===== src/shared/lcss_cfg.svh =====
// Purpose: constants of the line controlled sequence set selector
// Assumes: 100 MHz clock, APB register access with 32-bit data
// Notes: definitions only
`ifndef LCSS_CFG_SVH
`define LCSS_CFG_SVH

// ==========================================================
// register offsets (byte addresses)
`define LCSS_OFF_CTRL 8'h00
`define LCSS_OFF_COUNT 8'h04
`define LCSS_OFF_STATUS 8'h08
`define LCSS_OFF_DROPS 8'h0c

// ==========================================================
// control register fields
`define LCSS_CTRL_EN 0
`define LCSS_CTRL_ADV_SEL 1
`define LCSS_CTRL_RST_EN 2
`define LCSS_CTRL_INV1 3
`define LCSS_CTRL_INV2 4
`define LCSS_CTRL_FALL 5
`define LCSS_CTRL_W 6
`define LCSS_CTRL_RESET 6'h00

// ==========================================================
// set count, index and status fields
`define LCSS_SET_W 4
`define LCSS_COUNT_RESET 4'h6
`define LCSS_ST_SEQ_ON 4
`define LCSS_ST_WAIT 5
`define LCSS_ST_BUSY 6
`define LCSS_DROP_W 8

// ==========================================================
// line settle window after a line change
`define LCSS_CLK_NS 10
`define LCSS_SETTLE_NS 1000
`define LCSS_SETTLE_CYC \
  ((`LCSS_SETTLE_NS + `LCSS_CLK_NS - 1) / `LCSS_CLK_NS)
`define LCSS_SETTLE_W 7

`endif


===== src/shared/lcss_pkg.sv =====
// Purpose: types of the line controlled sequence set selector
// Assumes: constants come from lcss_cfg.svh
// Notes: holds the state enum and the state records of lcss_sync and lcss_line
package lcss_pkg;

  // ==========================================================
  // sequencing states, one-hot
  typedef enum logic [2:0] {
    ST_WAIT = 3'b001,
    ST_HOLD = 3'b010,
    ST_ACQ = 3'b100
  } lcss_state_t;

  // ==========================================================
  // state records
  typedef struct packed {
    logic [2:0] s1;
    logic [2:0] s2;
  } lcss_sync_t;

  typedef struct packed {
    logic prev;
  } lcss_line_t;

endpackage


===== src/rtl/lcss_line.sv =====
// Purpose: one input line: inversion and change detection
// Assumes: level already synchronised to i_mclk
// Notes: change is flagged in the same cycle as the synchronised edge
`timescale 1ns/100ps
module lcss_line (
  input wire logic i_mclk,
  input wire logic i_rst,
  input wire logic i_ce,
  input wire logic i_level,
  input wire logic i_invert,
  output logic o_active,
  output logic o_change
);

  lcss_pkg::lcss_line_t r;
  lcss_pkg::lcss_line_t next_r;

  // remember the last level to spot a transition
  always_comb begin
    next_r = r;
    next_r.prev = i_level;
  end

  always_ff @(posedge i_mclk or posedge i_rst) begin
    if (i_rst) begin
      r <= '0;
    end else if (i_ce) begin
      r <= next_r;
    end
  end

  // high means active unless the line is inverted
  assign o_active = i_level ^ i_invert;
  assign o_change = i_level ^ r.prev;

endmodule


===== src/rtl/lcss_sync.sv =====
// Purpose: two flip-flop synchronisers for the trigger and both lines
// Assumes: one clock, clock enable freezes both stages
// Notes: the first stage is read only by the second
`timescale 1ns/100ps
module lcss_sync (
  input wire logic i_mclk,
  input wire logic i_rst,
  input wire logic i_ce,
  input wire logic [2:0] i_raw,
  output logic [2:0] o_sync
);

  lcss_pkg::lcss_sync_t r;
  lcss_pkg::lcss_sync_t next_r;
  logic [2:0] d1;
  logic [2:0] d2;

  // ==========================================================
  // per-bit two stage chain, one driver per bit
  genvar g;
  generate
    for (g = 0; g < 3; g++) begin : g_bit
      assign d1[g] = i_raw[g];
      assign d2[g] = r.s1[g];
    end
  endgenerate

  // single process fills the whole record to keep one driver
  always_comb begin
    next_r = r;
    next_r.s1 = d1;
    next_r.s2 = d2;
  end

  // state register
  always_ff @(posedge i_mclk or posedge i_rst) begin
    if (i_rst) begin
      r <= '0;
    end else if (i_ce) begin
      r <= next_r;
    end
  end

  assign o_sync = r.s2;

endmodule


===== src/rtl/lcss_top.sv =====
// Purpose: picks the active sequence set on each frame start trigger
// Assumes: APB slave, 100 MHz clock, acquisition end from the sensor
// Notes: parameter contents live elsewhere; this block gives the index
// Summary of operation
// enabling starts cycle by loading set 0
// restart source is the non-advance line
// each accepted trigger samples both lines
// restart active selects set 0, ignores advance
// restart inactive leaves choice to advance
// advance active loads next higher set
// advance inactive keeps current set
// set count bounds indices 0..count-1
// trigger edge selectable, rising by default
// each line has selectable inversion
// after restart advance continues from 0
// line change leaves waiting status briefly
// triggers outside waiting status are dropped
// far side triggers only while waiting
// advance after highest set wraps to 0
// disable after acquisition restores base set
// lines and trigger synchronised before use
//
// Chosen here: the register addresses and register access over APB.
`timescale 1ns/100ps
`include "lcss_cfg.svh"
module lcss_top (
  input wire logic i_mclk,
  input wire logic i_rst,
  input wire logic i_ce,
  input wire logic i_psel,
  input wire logic i_penable,
  input wire logic i_pwrite,
  input wire logic [7:0] i_paddr,
  input wire logic [31:0] i_pwdata,
  input wire logic i_line1,
  input wire logic i_line2,
  input wire logic i_trig,
  input wire logic i_acq_done,
  output logic o_pready,
  output logic [31:0] o_prdata,
  output logic o_pslverr,
  output logic [3:0] o_set_index,
  output logic o_seq_on,
  output logic o_load,
  output logic o_acq_start,
  output logic o_wait_trig,
  output logic o_trig_drop
);

  // ==========================================================
  // state record
  typedef struct packed {
    lcss_pkg::lcss_state_t st;
    logic seq_on;
    logic [`LCSS_SET_W-1:0] set;
    logic [`LCSS_SET_W-1:0] count;
    logic [`LCSS_CTRL_W-1:0] ctrl;
    logic [`LCSS_SETTLE_W-1:0] settle;
    logic [`LCSS_DROP_W-1:0] drops;
    logic trig_prev;
    logic wait_trig;
    logic load;
    logic acq_start;
    logic drop;
    logic pready;
    logic pslverr;
    logic [31:0] prdata;
  } lcss_regs_t;

  localparam logic [`LCSS_SETTLE_W-1:0] SETTLE_CYC =
    `LCSS_SETTLE_W'(`LCSS_SETTLE_CYC);

  lcss_regs_t r;
  lcss_regs_t next_r;

  // ==========================================================
  // input conditioning
  logic [2:0] sync;
  logic [1:0] line_act;
  logic [1:0] line_chg;
  logic [1:0] line_inv;

  lcss_sync u_sync (
    .i_mclk(i_mclk),
    .i_rst(i_rst),
    .i_ce(i_ce),
    .i_raw({i_trig, i_line2, i_line1}),
    .o_sync(sync)
  );

  assign line_inv = {r.ctrl[`LCSS_CTRL_INV2], r.ctrl[`LCSS_CTRL_INV1]};

  // one conditioner per input line
  genvar g;
  generate
    for (g = 0; g < 2; g++) begin : g_line
      lcss_line u_line (
        .i_mclk(i_mclk),
        .i_rst(i_rst),
        .i_ce(i_ce),
        .i_level(sync[g]),
        .i_invert(line_inv[g]),
        .o_active(line_act[g]),
        .o_change(line_chg[g])
      );
    end
  endgenerate

  // ==========================================================
  // decision terms
  logic adv_act;
  logic rst_act;
  logic rst_hit;
  logic trig_edge;
  logic waiting;
  logic accept;
  logic any_chg;
  logic last_set;
  logic [`LCSS_SET_W-1:0] set_inc;
  logic apb_go;
  logic apb_wr;

  always_comb begin
    // advance line chosen by software, restart on the other one
    adv_act = r.ctrl[`LCSS_CTRL_ADV_SEL] ? line_act[1] : line_act[0];
    rst_act = r.ctrl[`LCSS_CTRL_ADV_SEL] ? line_act[0] : line_act[1];
    rst_hit = r.ctrl[`LCSS_CTRL_RST_EN] & rst_act;
    // falling edge only if software asks; rising otherwise
    trig_edge = r.ctrl[`LCSS_CTRL_FALL] ? (r.trig_prev & ~sync[2])
                                        : (~r.trig_prev & sync[2]);
    any_chg = |line_chg;
    waiting = (r.st == lcss_pkg::ST_WAIT) & ~any_chg;
    accept = trig_edge & waiting;
    set_inc = `LCSS_SET_W'(r.set + `LCSS_SET_W'(1));
    // a count of zero behaves like one: index stays at 0
    last_set = ({1'b0, r.set} + 5'h01) >= {1'b0, r.count};
    apb_go = i_psel & i_penable & r.pready;
    apb_wr = apb_go & i_pwrite;
  end

  // ==========================================================
  // next state
  always_comb begin
    next_r = r;
    next_r.load = 1'b0;
    next_r.acq_start = 1'b0;
    next_r.drop = 1'b0;
    next_r.trig_prev = sync[2];

    // sequencing state machine
    case (r.st)
      lcss_pkg::ST_WAIT: begin
        if (any_chg) begin
          next_r.st = lcss_pkg::ST_HOLD;
          next_r.settle = SETTLE_CYC;
        end
        if (accept) begin
          next_r.st = lcss_pkg::ST_ACQ;
          next_r.acq_start = 1'b1;
          if (r.seq_on) begin
            // both lines sampled at the same accepted edge
            if (rst_hit) begin
              next_r.set = '0;
              next_r.load = 1'b1;
            end else if (adv_act) begin
              next_r.set = last_set ? '0 : set_inc;
              next_r.load = 1'b1;
            end else begin
              next_r.set = r.set;
            end
          end
        end else if (trig_edge) begin
          next_r.drop = 1'b1;
        end
      end
      lcss_pkg::ST_HOLD: begin
        // out of waiting status until the lines have stood still
        if (trig_edge) begin
          next_r.drop = 1'b1;
        end
        if (any_chg) begin
          next_r.settle = SETTLE_CYC;
        end else if (r.settle <= `LCSS_SETTLE_W'(1)) begin
          next_r.settle = '0;
          next_r.st = lcss_pkg::ST_WAIT;
        end else begin
          next_r.settle = r.settle - `LCSS_SETTLE_W'(1);
        end
      end
      lcss_pkg::ST_ACQ: begin
        // triggers during exposure and readout are not taken
        if (trig_edge) begin
          next_r.drop = 1'b1;
        end
        if (any_chg) begin
          next_r.settle = SETTLE_CYC;
        end else if (r.settle != '0) begin
          next_r.settle = r.settle - `LCSS_SETTLE_W'(1);
        end
        if (i_acq_done) begin
          next_r.st = (any_chg || r.settle > `LCSS_SETTLE_W'(1))
                      ? lcss_pkg::ST_HOLD : lcss_pkg::ST_WAIT;
        end
      end
      default: begin
        next_r.st = lcss_pkg::ST_WAIT;
      end
    endcase

    // enable and disable act only between acquisitions
    if (r.st != lcss_pkg::ST_ACQ && next_r.st != lcss_pkg::ST_ACQ) begin
      if (r.ctrl[`LCSS_CTRL_EN] && !r.seq_on) begin
        next_r.seq_on = 1'b1;
        next_r.set = '0;
        next_r.load = 1'b1;
      end else if (!r.ctrl[`LCSS_CTRL_EN] && r.seq_on) begin
        next_r.seq_on = 1'b0;
        next_r.set = '0;
      end
    end

    // waiting flag as an output register
    next_r.wait_trig = (next_r.st == lcss_pkg::ST_WAIT);

    // dropped trigger counter; a drop beats a clearing write
    if (apb_wr && i_paddr == `LCSS_OFF_DROPS) begin
      next_r.drops = '0;
    end
    if (next_r.drop && next_r.drops != '1) begin
      next_r.drops = next_r.drops + `LCSS_DROP_W'(1);
    end

    // APB slave: one wait state, answer registered
    next_r.pready = i_psel & i_penable & ~r.pready;
    next_r.pslverr = 1'b0;
    next_r.prdata = '0;
    if (i_psel && i_penable && !r.pready) begin
      case (i_paddr)
        `LCSS_OFF_CTRL: begin
          next_r.prdata = {26'h0, r.ctrl};
        end
        `LCSS_OFF_COUNT: begin
          next_r.prdata = {28'h0, r.count};
        end
        `LCSS_OFF_STATUS: begin
          next_r.prdata = {25'h0, r.st == lcss_pkg::ST_ACQ, r.wait_trig,
                           r.seq_on, r.set};
        end
        `LCSS_OFF_DROPS: begin
          next_r.prdata = {24'h0, r.drops};
        end
        default: begin
          next_r.pslverr = 1'b1;
        end
      endcase
    end
    if (apb_wr && i_paddr == `LCSS_OFF_CTRL) begin
      next_r.ctrl = i_pwdata[`LCSS_CTRL_W-1:0];
    end
    if (apb_wr && i_paddr == `LCSS_OFF_COUNT) begin
      next_r.count = i_pwdata[`LCSS_SET_W-1:0];
    end
  end

  // ==========================================================
  // state register, frozen while the clock enable is low
  always_ff @(posedge i_mclk or posedge i_rst) begin
    if (i_rst) begin
      r <= '{st: lcss_pkg::ST_WAIT, seq_on: 1'b0, set: '0,
             count: `LCSS_COUNT_RESET, ctrl: `LCSS_CTRL_RESET,
             settle: '0, drops: '0, trig_prev: 1'b0, wait_trig: 1'b1,
             load: 1'b0, acq_start: 1'b0, drop: 1'b0, pready: 1'b0,
             pslverr: 1'b0, prdata: '0};
    end else if (i_ce) begin
      r <= next_r;
    end
  end

  // ==========================================================
  // outputs, all from flip-flops
  assign o_pready = r.pready;
  assign o_prdata = r.prdata;
  assign o_pslverr = r.pslverr;
  assign o_set_index = r.set;
  assign o_seq_on = r.seq_on;
  assign o_load = r.load;
  assign o_acq_start = r.acq_start;
  assign o_wait_trig = r.wait_trig;
  assign o_trig_drop = r.drop;

  // ==========================================================
  // checks
  a_enable_set_zero: assert property (@(posedge i_mclk) disable iff (i_rst)
    $rose(r.seq_on) |-> r.set == '0 && r.load)
    else $error("enable did not load set 0");

  a_restart_first: assert property (@(posedge i_mclk) disable iff (i_rst)
    i_ce && accept && r.seq_on && rst_hit |=> r.set == '0 && r.load)

    else $error("restart did not select set 0");

  a_advance_next: assert property (@(posedge i_mclk) disable iff (i_rst)
    i_ce && accept && r.seq_on && !rst_hit && adv_act && !last_set
    |=> r.set == $past(set_inc))
    else $error("advance did not step to next set");

  a_wrap_to_zero: assert property (@(posedge i_mclk) disable iff (i_rst)
    i_ce && accept && r.seq_on && !rst_hit && adv_act && last_set
    |=> r.set == '0)
    else $error("advance past last set did not wrap");

  a_hold_set: assert property (@(posedge i_mclk) disable iff (i_rst)
    i_ce && accept && r.seq_on && !rst_hit && !adv_act
    |=> $stable(r.set) && !r.load)
    else $error("set changed without advance");

  a_drop_busy: assert property (@(posedge i_mclk) disable iff (i_rst)
    i_ce && trig_edge && !waiting |=> r.drop && !r.acq_start)
    else $error("trigger outside waiting not dropped");

  a_change_leave: assert property (@(posedge i_mclk) disable iff (i_rst)
    i_ce && any_chg |=> !r.wait_trig [*8])
    else $error("waiting status kept after line change");

  a_edge_start: assert property (@(posedge i_mclk) disable iff (i_rst)
    i_ce && trig_edge && waiting
    |=> r.acq_start ##1 (!r.acq_start || !$past(i_ce)))
    else $error("accepted trigger gave no single start pulse");

  a_disable_base: assert property (@(posedge i_mclk) disable iff (i_rst)
    $fell(r.seq_on) |-> $past(r.st) != lcss_pkg::ST_ACQ
                        && !r.ctrl[`LCSS_CTRL_EN])
    else $error("sequencer left during an acquisition");

endmodule


===== config.mk =====
export PLATFORM = sky130hd
export DESIGN_NAME = lcss_top
export DESIGN_NICKNAME = d
export VERILOG_FILES = /design/src/shared/lcss_pkg.sv /design/src/rtl/lcss_line.sv /design/src/rtl/lcss_sync.sv /design/src/rtl/lcss_top.sv
export VERILOG_INCLUDE_DIRS = /design/src /design/src/shared
export SDC_FILE = /design/constraint.sdc
export NUM_CORES = 1
export LEC_CHECK = 0
export BUFFER_PORTS_ARGS = -buffer_cell sky130_fd_sc_hd__buf_2
export CORE_MARGIN = 1.5
export CORE_UTILIZATION = 48
export CTS_CLUSTER_SIZE = 24
export DETAILED_ROUTE_END_ITERATION = 12
export GPL_TIMING_DRIVEN = 0
export PLACE_DENSITY = 0.78
export SLEW_MARGIN = 20
export SYNTH_ARGS = -nofsm -noshare
export SYNTH_HDL_FRONTEND = slang
export SYNTH_SLANG_ARGS = --single-unit

===== constraint.sdc =====
create_clock -name i_mclk -period 1.9 [get_ports i_mclk]
set_input_delay 0.285 -clock i_mclk [delete_from_list [all_inputs] [get_ports i_mclk]]
set_output_delay 0.285 -clock i_mclk [all_outputs]
set_load 0.005 [all_outputs]

# After elaboration in Yosys (flattened, before gate mapping)
# Index checks and enable logic that the tools add are counted.
totals:
  regBits: 80
  input_bits: 50
  out_inout_bits: 43
  elab_cells: 119
op_classes:
  n_addsub: 4
  order_cmp: 3
  n_eq_ne: 12
  mux: 40
  bitwise_logic: 17
  reduce_logical: 24
op_table:
  columns: ["cell", "n"]
  rows:
  - ["2-to-1 mux 7 bit", 5]
  - ["2-to-1 mux 33 bit", 1]
  - ["case mux 8 bit (4 select lines)", 1]
  - ["2-to-1 mux 4 bit", 7]
  - ["case mux 7 bit (3 select lines)", 1]
  - ["== test 8 x 4 -> 1 bit, second input constant", 2]
  - ["2-to-1 mux 8 bit", 2]
  - ["2-to-1 mux 3 bit", 5]
  - ["2-to-1 mux 1 bit", 11]
  - ["2-to-1 mux 5 bit", 2]
  - ["AND 1 bit", 9]
  - ["logical AND 1 bit", 9]
  - ["inequality test 3 bit, second input constant", 3]
  - ["case mux 3 bit (3 select lines)", 1]
  - ["adder 8 x 1 -> 8 bit, second input constant", 1]
  - ["== test 8 x 3 -> 1 bit, second input constant", 1]
  - ["logical NOT 8 bit", 1]
  - ["inequality test 8 bit, second input constant", 1]
  - ["greater-than comparator 7 x 1 -> 1 bit, second input constant", 1]
  - ["<= comparator 7 x 1 -> 1 bit, second input constant", 1]
  - ["nonzero test 7 bit", 1]
  - ["subtractor 7 x 1 -> 7 bit, second input constant", 1]
  - ["== test 3 x 1 -> 1 bit, second input constant", 2]
  - ["2-to-1 mux 2 bit", 3]
  - ["18 further kinds", 28]

# Logic depth before layout (Yosys ltp)
depth:
  word_depth: 11
  depth_mapped: 8
  depth_no_buf: 8

# Modules after synthesis
# Synthesis repeated with hierarchy kept, for this count alone.
hier_totals:
  hier_cells: 347
  area_unflattened_um2: 3606.0
modules_own_cells:
  columns: ["mod", "instances", "cells_per_inst", "area_per_inst_um2", "seq_area_each_um2"]
  rows:
  - ["lcss_top", 1, 323, 3228.1, 1206.2]
  - ["lcss_sync", 1, 14, 255.2, 150.1]
  - ["lcss_line", 2, 5, 61.3, 25.0]

# Least setup slack after synthesis
# Ideal clock, no wire load.
synth_path:
  path_kind: "flip-flop to flip-flop"
  from: "register r (netlist bit o_set_index[0])"
  to: "register r (netlist bit o_set_index[2])"
  setup_time_ns: 0.086
  arrival_time_ns: 1.937
  t_required_ns: 1.814
  path_slack_ns: -0.123
  stages_incl_launch_ff: 8
  n_path_buf: 0
  period_less_slack_ns: 2.023
  cell_sequence: "dfrtp_1 > ha_1 > xor2_1 > ha_1 > a2111oi_0 > a2bb2oi_1 > a21oi_1 > nor3_1"
synth_via:
  elab_chain_len: 11
  word_cells_on_any_way: 12
  classes_between: "2 x add/sub; 1 x order compare; 9 x mux"
synth_rtl:
  columns: ["item", "line_no", "source"]
  rows:
  - ["from (decl)", "lcss_top.sv:73", "lcss_regs_t r;"]
  - ["from (signal assigned)", "lcss_top.sv:269", "r <= '{st: lcss_pkg::ST_WAIT, seq_on: 1'b0, set: '0,"]
  - ["from (signal assigned)", "lcss_top.sv:275", "r <= next_r;"]
  - ["adder 4 x 1 -> 5 bit", "lcss_top.sv:136", "last_set = ({1'b0, r.set} + 5'h01) >= {1'b0, r.count};"]
  - [">= comparator 5 x 4 -> 1 bit", "lcss_top.sv:136", null]
  - ["2-to-1 mux 4 bit (*)", "lcss_top.sv:166", "next_r.set = last_set ? '0 : set_inc;"]
  - ["2-to-1 mux 4 bit (*)", "lcss_top.sv:165", "end else if (adv_act) begin"]
  - ["2-to-1 mux 4 bit (*)", "lcss_top.sv:162", "if (rst_hit) begin"]
  - ["2-to-1 mux 4 bit (*)", "lcss_top.sv:160", "if (r.seq_on) begin"]
  - ["2-to-1 mux 4 bit (*)", "lcss_top.sv:157", "if (accept) begin"]
  - ["2-to-1 mux 4 bit (*)", "lcss_top.sv:151", "case (r.st)"]
  - ["2-to-1 mux 5 bit", "lcss_top.sv:216", "end else if (!r.ctrl[`LCSS_CTRL_EN] && r.seq_on) begin"]
  - ["2-to-1 mux 5 bit", "lcss_top.sv:212", "if (r.ctrl[`LCSS_CTRL_EN] && !r.seq_on) begin"]
  - ["2-to-1 mux 4 bit (*)", "lcss_top.sv:211", "if (r.st != lcss_pkg::ST_ACQ && next_r.st != lcss_pkg::ST_ACQ) begin"]
# Every way passes the cells marked *; elsewhere a longest branch is shown, timed or not. The select of a mux whose other input is x is not followed.
# A chain may end at the register's enable or synchronous reset.

# Final worst setup path
layout_path:
  from: "register r[69] in the netlist's numbering"
  to: "register r (netlist bit o_set_index[0])"
layout_via:
  elab_chain_len: 8
  word_cells_on_any_way: 19
  classes_between: "5 x eq/ne; 11 x mux; 2 x bitwise; 1 x reduce/logical"
layout_rtl:
  columns: ["item", "line_no", "source"]
  rows:
  - ["== test 3 x 1 -> 1 bit", "lcss_top.sv:132, lcss_top.sv:151", null]
  - ["AND 1 bit", "lcss_top.sv:132", "waiting = (r.st == lcss_pkg::ST_WAIT) & ~any_chg;"]
  - ["AND 1 bit", "lcss_top.sv:133", "accept = trig_edge & waiting;"]
  - ["2-to-1 mux 3 bit / 2-to-1 mux 4 bit (equally long branches)", "lcss_top.sv:157", null]
  - ["case mux 3 bit (3 select lines) / 2-to-1 mux 4 bit (equally long branches)", "lcss_top.sv:151", null]
  - ["inequality test 3 bit / 2-to-1 mux 5 bit (equally long branches)", "lcss_top.sv:211, lcss_top.sv:216", null]
  - ["logical AND 1 bit / 2-to-1 mux 5 bit (equally long branches)", "lcss_top.sv:211, lcss_top.sv:212", null]
  - ["2-to-1 mux 4 bit (*)", "lcss_top.sv:211", null]
# Marks and branches as above.

==> flow_metrics.py <==
metrics = {
    "die": {
        "std_cell_rows": 30,
        "start_util": 0.505,
        "dieWidth_um": 88.3,
        "boundaryPins": 93,
        "die_h_um": 88.3,
        "core-area_um2": 6910,
        "design.die.area_um2": 7790,
    },
    "setup_path": {
        "cp.required_ns": 2.15,
        "critical_path_class": "flip-flop to flip-flop",
        "cp_max_fo": 5,
        "worst_setup_path_start_kind": "flip-flop",
        "worstPathArrival_ns": 2.32,
        "endpoint_kind": "flip-flop",
    },
    "synth": {
        "yosysMostFrequentCell": "dfrtp_1",
        "synth_cells": 344,
        "synth_area_leaders": "dfrtp_1 (37%), buf_4 (8.0%), mux2_2 (7.1%), ha_1 (3.6%), dfstp_2 (3.0%)",
        "yosysTopAreaCellShare": 0.373,
        "yosysUniqueCellTypes": 61,
        "synth_ff_type": "dfrtp_1",
        "yosys.area.top_type": "dfrtp_1",
        "synth-seq-area-share": 0.403,
        "ys_ff_latch": 56,
        "syn_area_per_cell_um2": 10.1,
        "synth_top_cells_by_count": "dfrtp_1 (52), buf_4 (37), nand2_1 (24)",
        "ys_async_sr_fraction": 1.00,
        "yosys_warnings": 0,
        "synth_edf_count": 0,
        "netlist_area_um2": 3490,
    },
    "clock_tree": {
        "cts_root_buf": "clkbuf_8",
        "cts_made_buffers": 5,
        "insertion_delay_ns": 0.32,
        "clkSinkCount": 56,
        "max-clock-path-buffers": 2,
        "cts_tree": "yes",
        "clkTransAtPathRegs_ns": 0.11,
        "cts_htree_levels": 2,
    },
    "sta": {
        "finalClockSkew_ns": 0.0101,
        "fmax_mhz": 481,
        "rsz0062_at_grt": "true",
        "hold_viol": 0,
        "worst_pin_slew_ns": 0.686,
        "setup_violations": 23,
        "fin_crit_ns": 2.08,
        "finalSetupTns_ns": -2.44,
        "setup_ws_ns": -0.177,
        "fin_crit_sh": 1.09,
        "max_slew_margin": 0.543,
        "finalMaxSlewViolations": 0,
    },
    "global_route": {
        "grt_usage": 0.217,
        "grt.met3_usage": 0.0317,
        "met2_usage": 0.355,
        "grt_remaining_overflow": 0,
        "busiest_layer": "met2",
        "grt_max_degree": 57,
        "grt_use_met1": 0.295,
        "grt_pass1_wl_um": 13100,
        "antenna_found_initial": 0,
        "grt_pass1_vias": 2826,
    },
    "power_and_ir_drop": {
        "leakage_nw": 2.08,
        "pwr_density_cell_nw_per_um2": 834,
        "ir_drop_uv": 475,
    },
    "final_layout": {
        "final_area_um2": 4480,
        "drive_gt1_frac": 0.435,
        "diodes": 0,
        "seq_area_um2": 1410,
        "nets": 505,
        "area_delta_synth_final_pct": 28.4,
        "nFillCells": 537,
        "multiInputGateArea_um2": 1980,
    },
    "drt": {
        "drt_iter0_drc": 204,
        "ant_nets": 0,
        "dr.pass1.iters": 5,
        "drt-total-wl_um": 8390,
        "routedWlPerCell_um": 15.5,
        "num_vias": 2946,
        "route.detailed.drc": 0,
        "viasPerCell": 5.44,
    },
    "placement": {
        "placed_area_um2": 3940,
        "port-buffer-count": 41,
        "gp_congestion": 0.875,
        "dp_hpwl_um": 5460,
    },
    "outcome": {
        "run_status": "finished with violations",
        "violations": "negative setup slack",
    },
    "flow_run": {
        "timing.max_cap.violations": 0,
    },
    "min_path": {
        "worstHoldPathType": "input port to async pin",
    },
}
per-layer routing:
metal / wire, um / share of wire
met2: 4090 / 0.49
met4: 230 / 0.027
met5: 0 / 0
met1: 3680 / 0.44
met3: 400 / 0.048
stage by stage:
step | hold slack (ns) | power (W) | worst slack (ns) | std cells | util
floorplan | 0.437 | 0.00231 | -0.0490 | 367 | -
global placement | 0.473 | 0.00253 | -0.473 | 504 | 0.570
detailed placement | 0.450 | 0.00256 | -0.491 | 504 | 0.571
CTS | 0.105 | 0.00343 | -0.262 | 530 | 0.616
global route | 0.140 | 0.00394 | -0.269 | 542 | 0.649
finish | 0.0713 | 0.00374 | -0.177 | 542 | 0.649
flip-flops by register name, summed over array words and instances, names as in the netlist:
| name | cells |
|---|---|
| r | 27 |
| o_prdata | 8 |
| o_set_index | 4 |
| u_sync.d2 | 3 |
| u_sync.o_sync | 3 |
| g_line.u_line.r | 2 |
| line_inv | 2 |
| o_acq_start | 1 |
| o_load | 1 |
| o_pready | 1 |
| o_pslverr | 1 |
| o_seq_on | 1 |
| o_trig_drop | 1 |
| o_wait_trig | 1 |
cell families (layout without fill, tap and decap cells):
kind of cell    Yosys count  count (layout)  share of synthesized area
compound gates           69              69                      0.144
xor+xnor                 14              14                     0.0351
fa+ha+maj                10              10                     0.0358
buf+inv                  66             145                      0.116
flops                    56              56                      0.403
mux                      28              28                      0.104
other cells               1              24                    0.00107
simple gates            100             100                      0.162
where the power goes:
group	internal, W	switching, W
clock network	0.000296	0.000412
logic	0.000746	0.000760
registers	0.00135	0.000172
total	0.00239	0.00134
worst paths after layout:
path                                         start                      endpoint  slack (ns)  cells past startpoint
max reg2reg                      r[69]$_DFFE_PP1P_    o_set_index[0]$_DFFE_PP0P_       -0.18                      6
min in group i_mclk                         i_trig      u_sync.d2[2]$_DFFE_PP0P_        0.19                      2
min reg2reg                o_prdata[7]$_DFFE_PP0P_       o_prdata[7]$_DFFE_PP0P_        0.50                      1
min                                          i_rst    o_set_index[3]$_DFFE_PP0P_        0.07                      2
max in group asynchronous                    i_rst  u_sync.o_sync[0]$_DFFE_PP0P_        1.34                      2
max                              r[69]$_DFFE_PP1P_    o_set_index[0]$_DFFE_PP0P_       -0.18                      6
cell usage in the layout, fill, tap and decap left out, types with 3 or more instances in the layout:
cell type and instances:
a31oi_1 6, buf_2 41, inv_1 18, mux4_2 4, o2bb2ai_1 10, dfstp_2 4, nand2_1 23, mux2_2 21
o21ai_1 6, o21ai_0 11, xnor2_1 4, nor2_1 16, buf_6 7, conb_1 24, buf_4 63, ha_1 8
nand3_1 11, dfrtp_2 3, nand4_1 6, o21a_1 3, clkbuf_8 6, xor2_1 10, and3_1 3, dfrtp_1 49
and4_1 4, clkbuf_1 5, a21oi_1 6
critical path: stages (launching register included):
cell	delay, ns
dfstp_2	0.55
buf_6	0.09
or3b_4	0.38
a2111oi_4	0.36
nor4b_4	0.38
nand3_1	0.12
o21ai_1	0.14
cell type report:
class | count | share of cell area
tap | 96 | 0.0268
sequential | 56 | 0.315
multi-input combinational | 245 | 0.442
clock inverter | 2 | 0.00335
clock buffer | 6 | 0.0184
timing repair buffer | 72 | 0.105
inverter | 20 | 0.0173
buffer | 45 | 0.0729
repair_timing:
| item | in CTS | in global routing |
|---|---|---|
| pin swaps | 17 | 19 |
| resized for setup | 19 | 33 |
| hold endpoints to repair | 0 | 0 |
| cloned | 0 | 0 |
| hold buffers | 0 | 0 |
| setup endpoints to repair | 29 | 29 |
| buffers inserted | 18 | 15 |
Power figures use the tool's default switching activity.
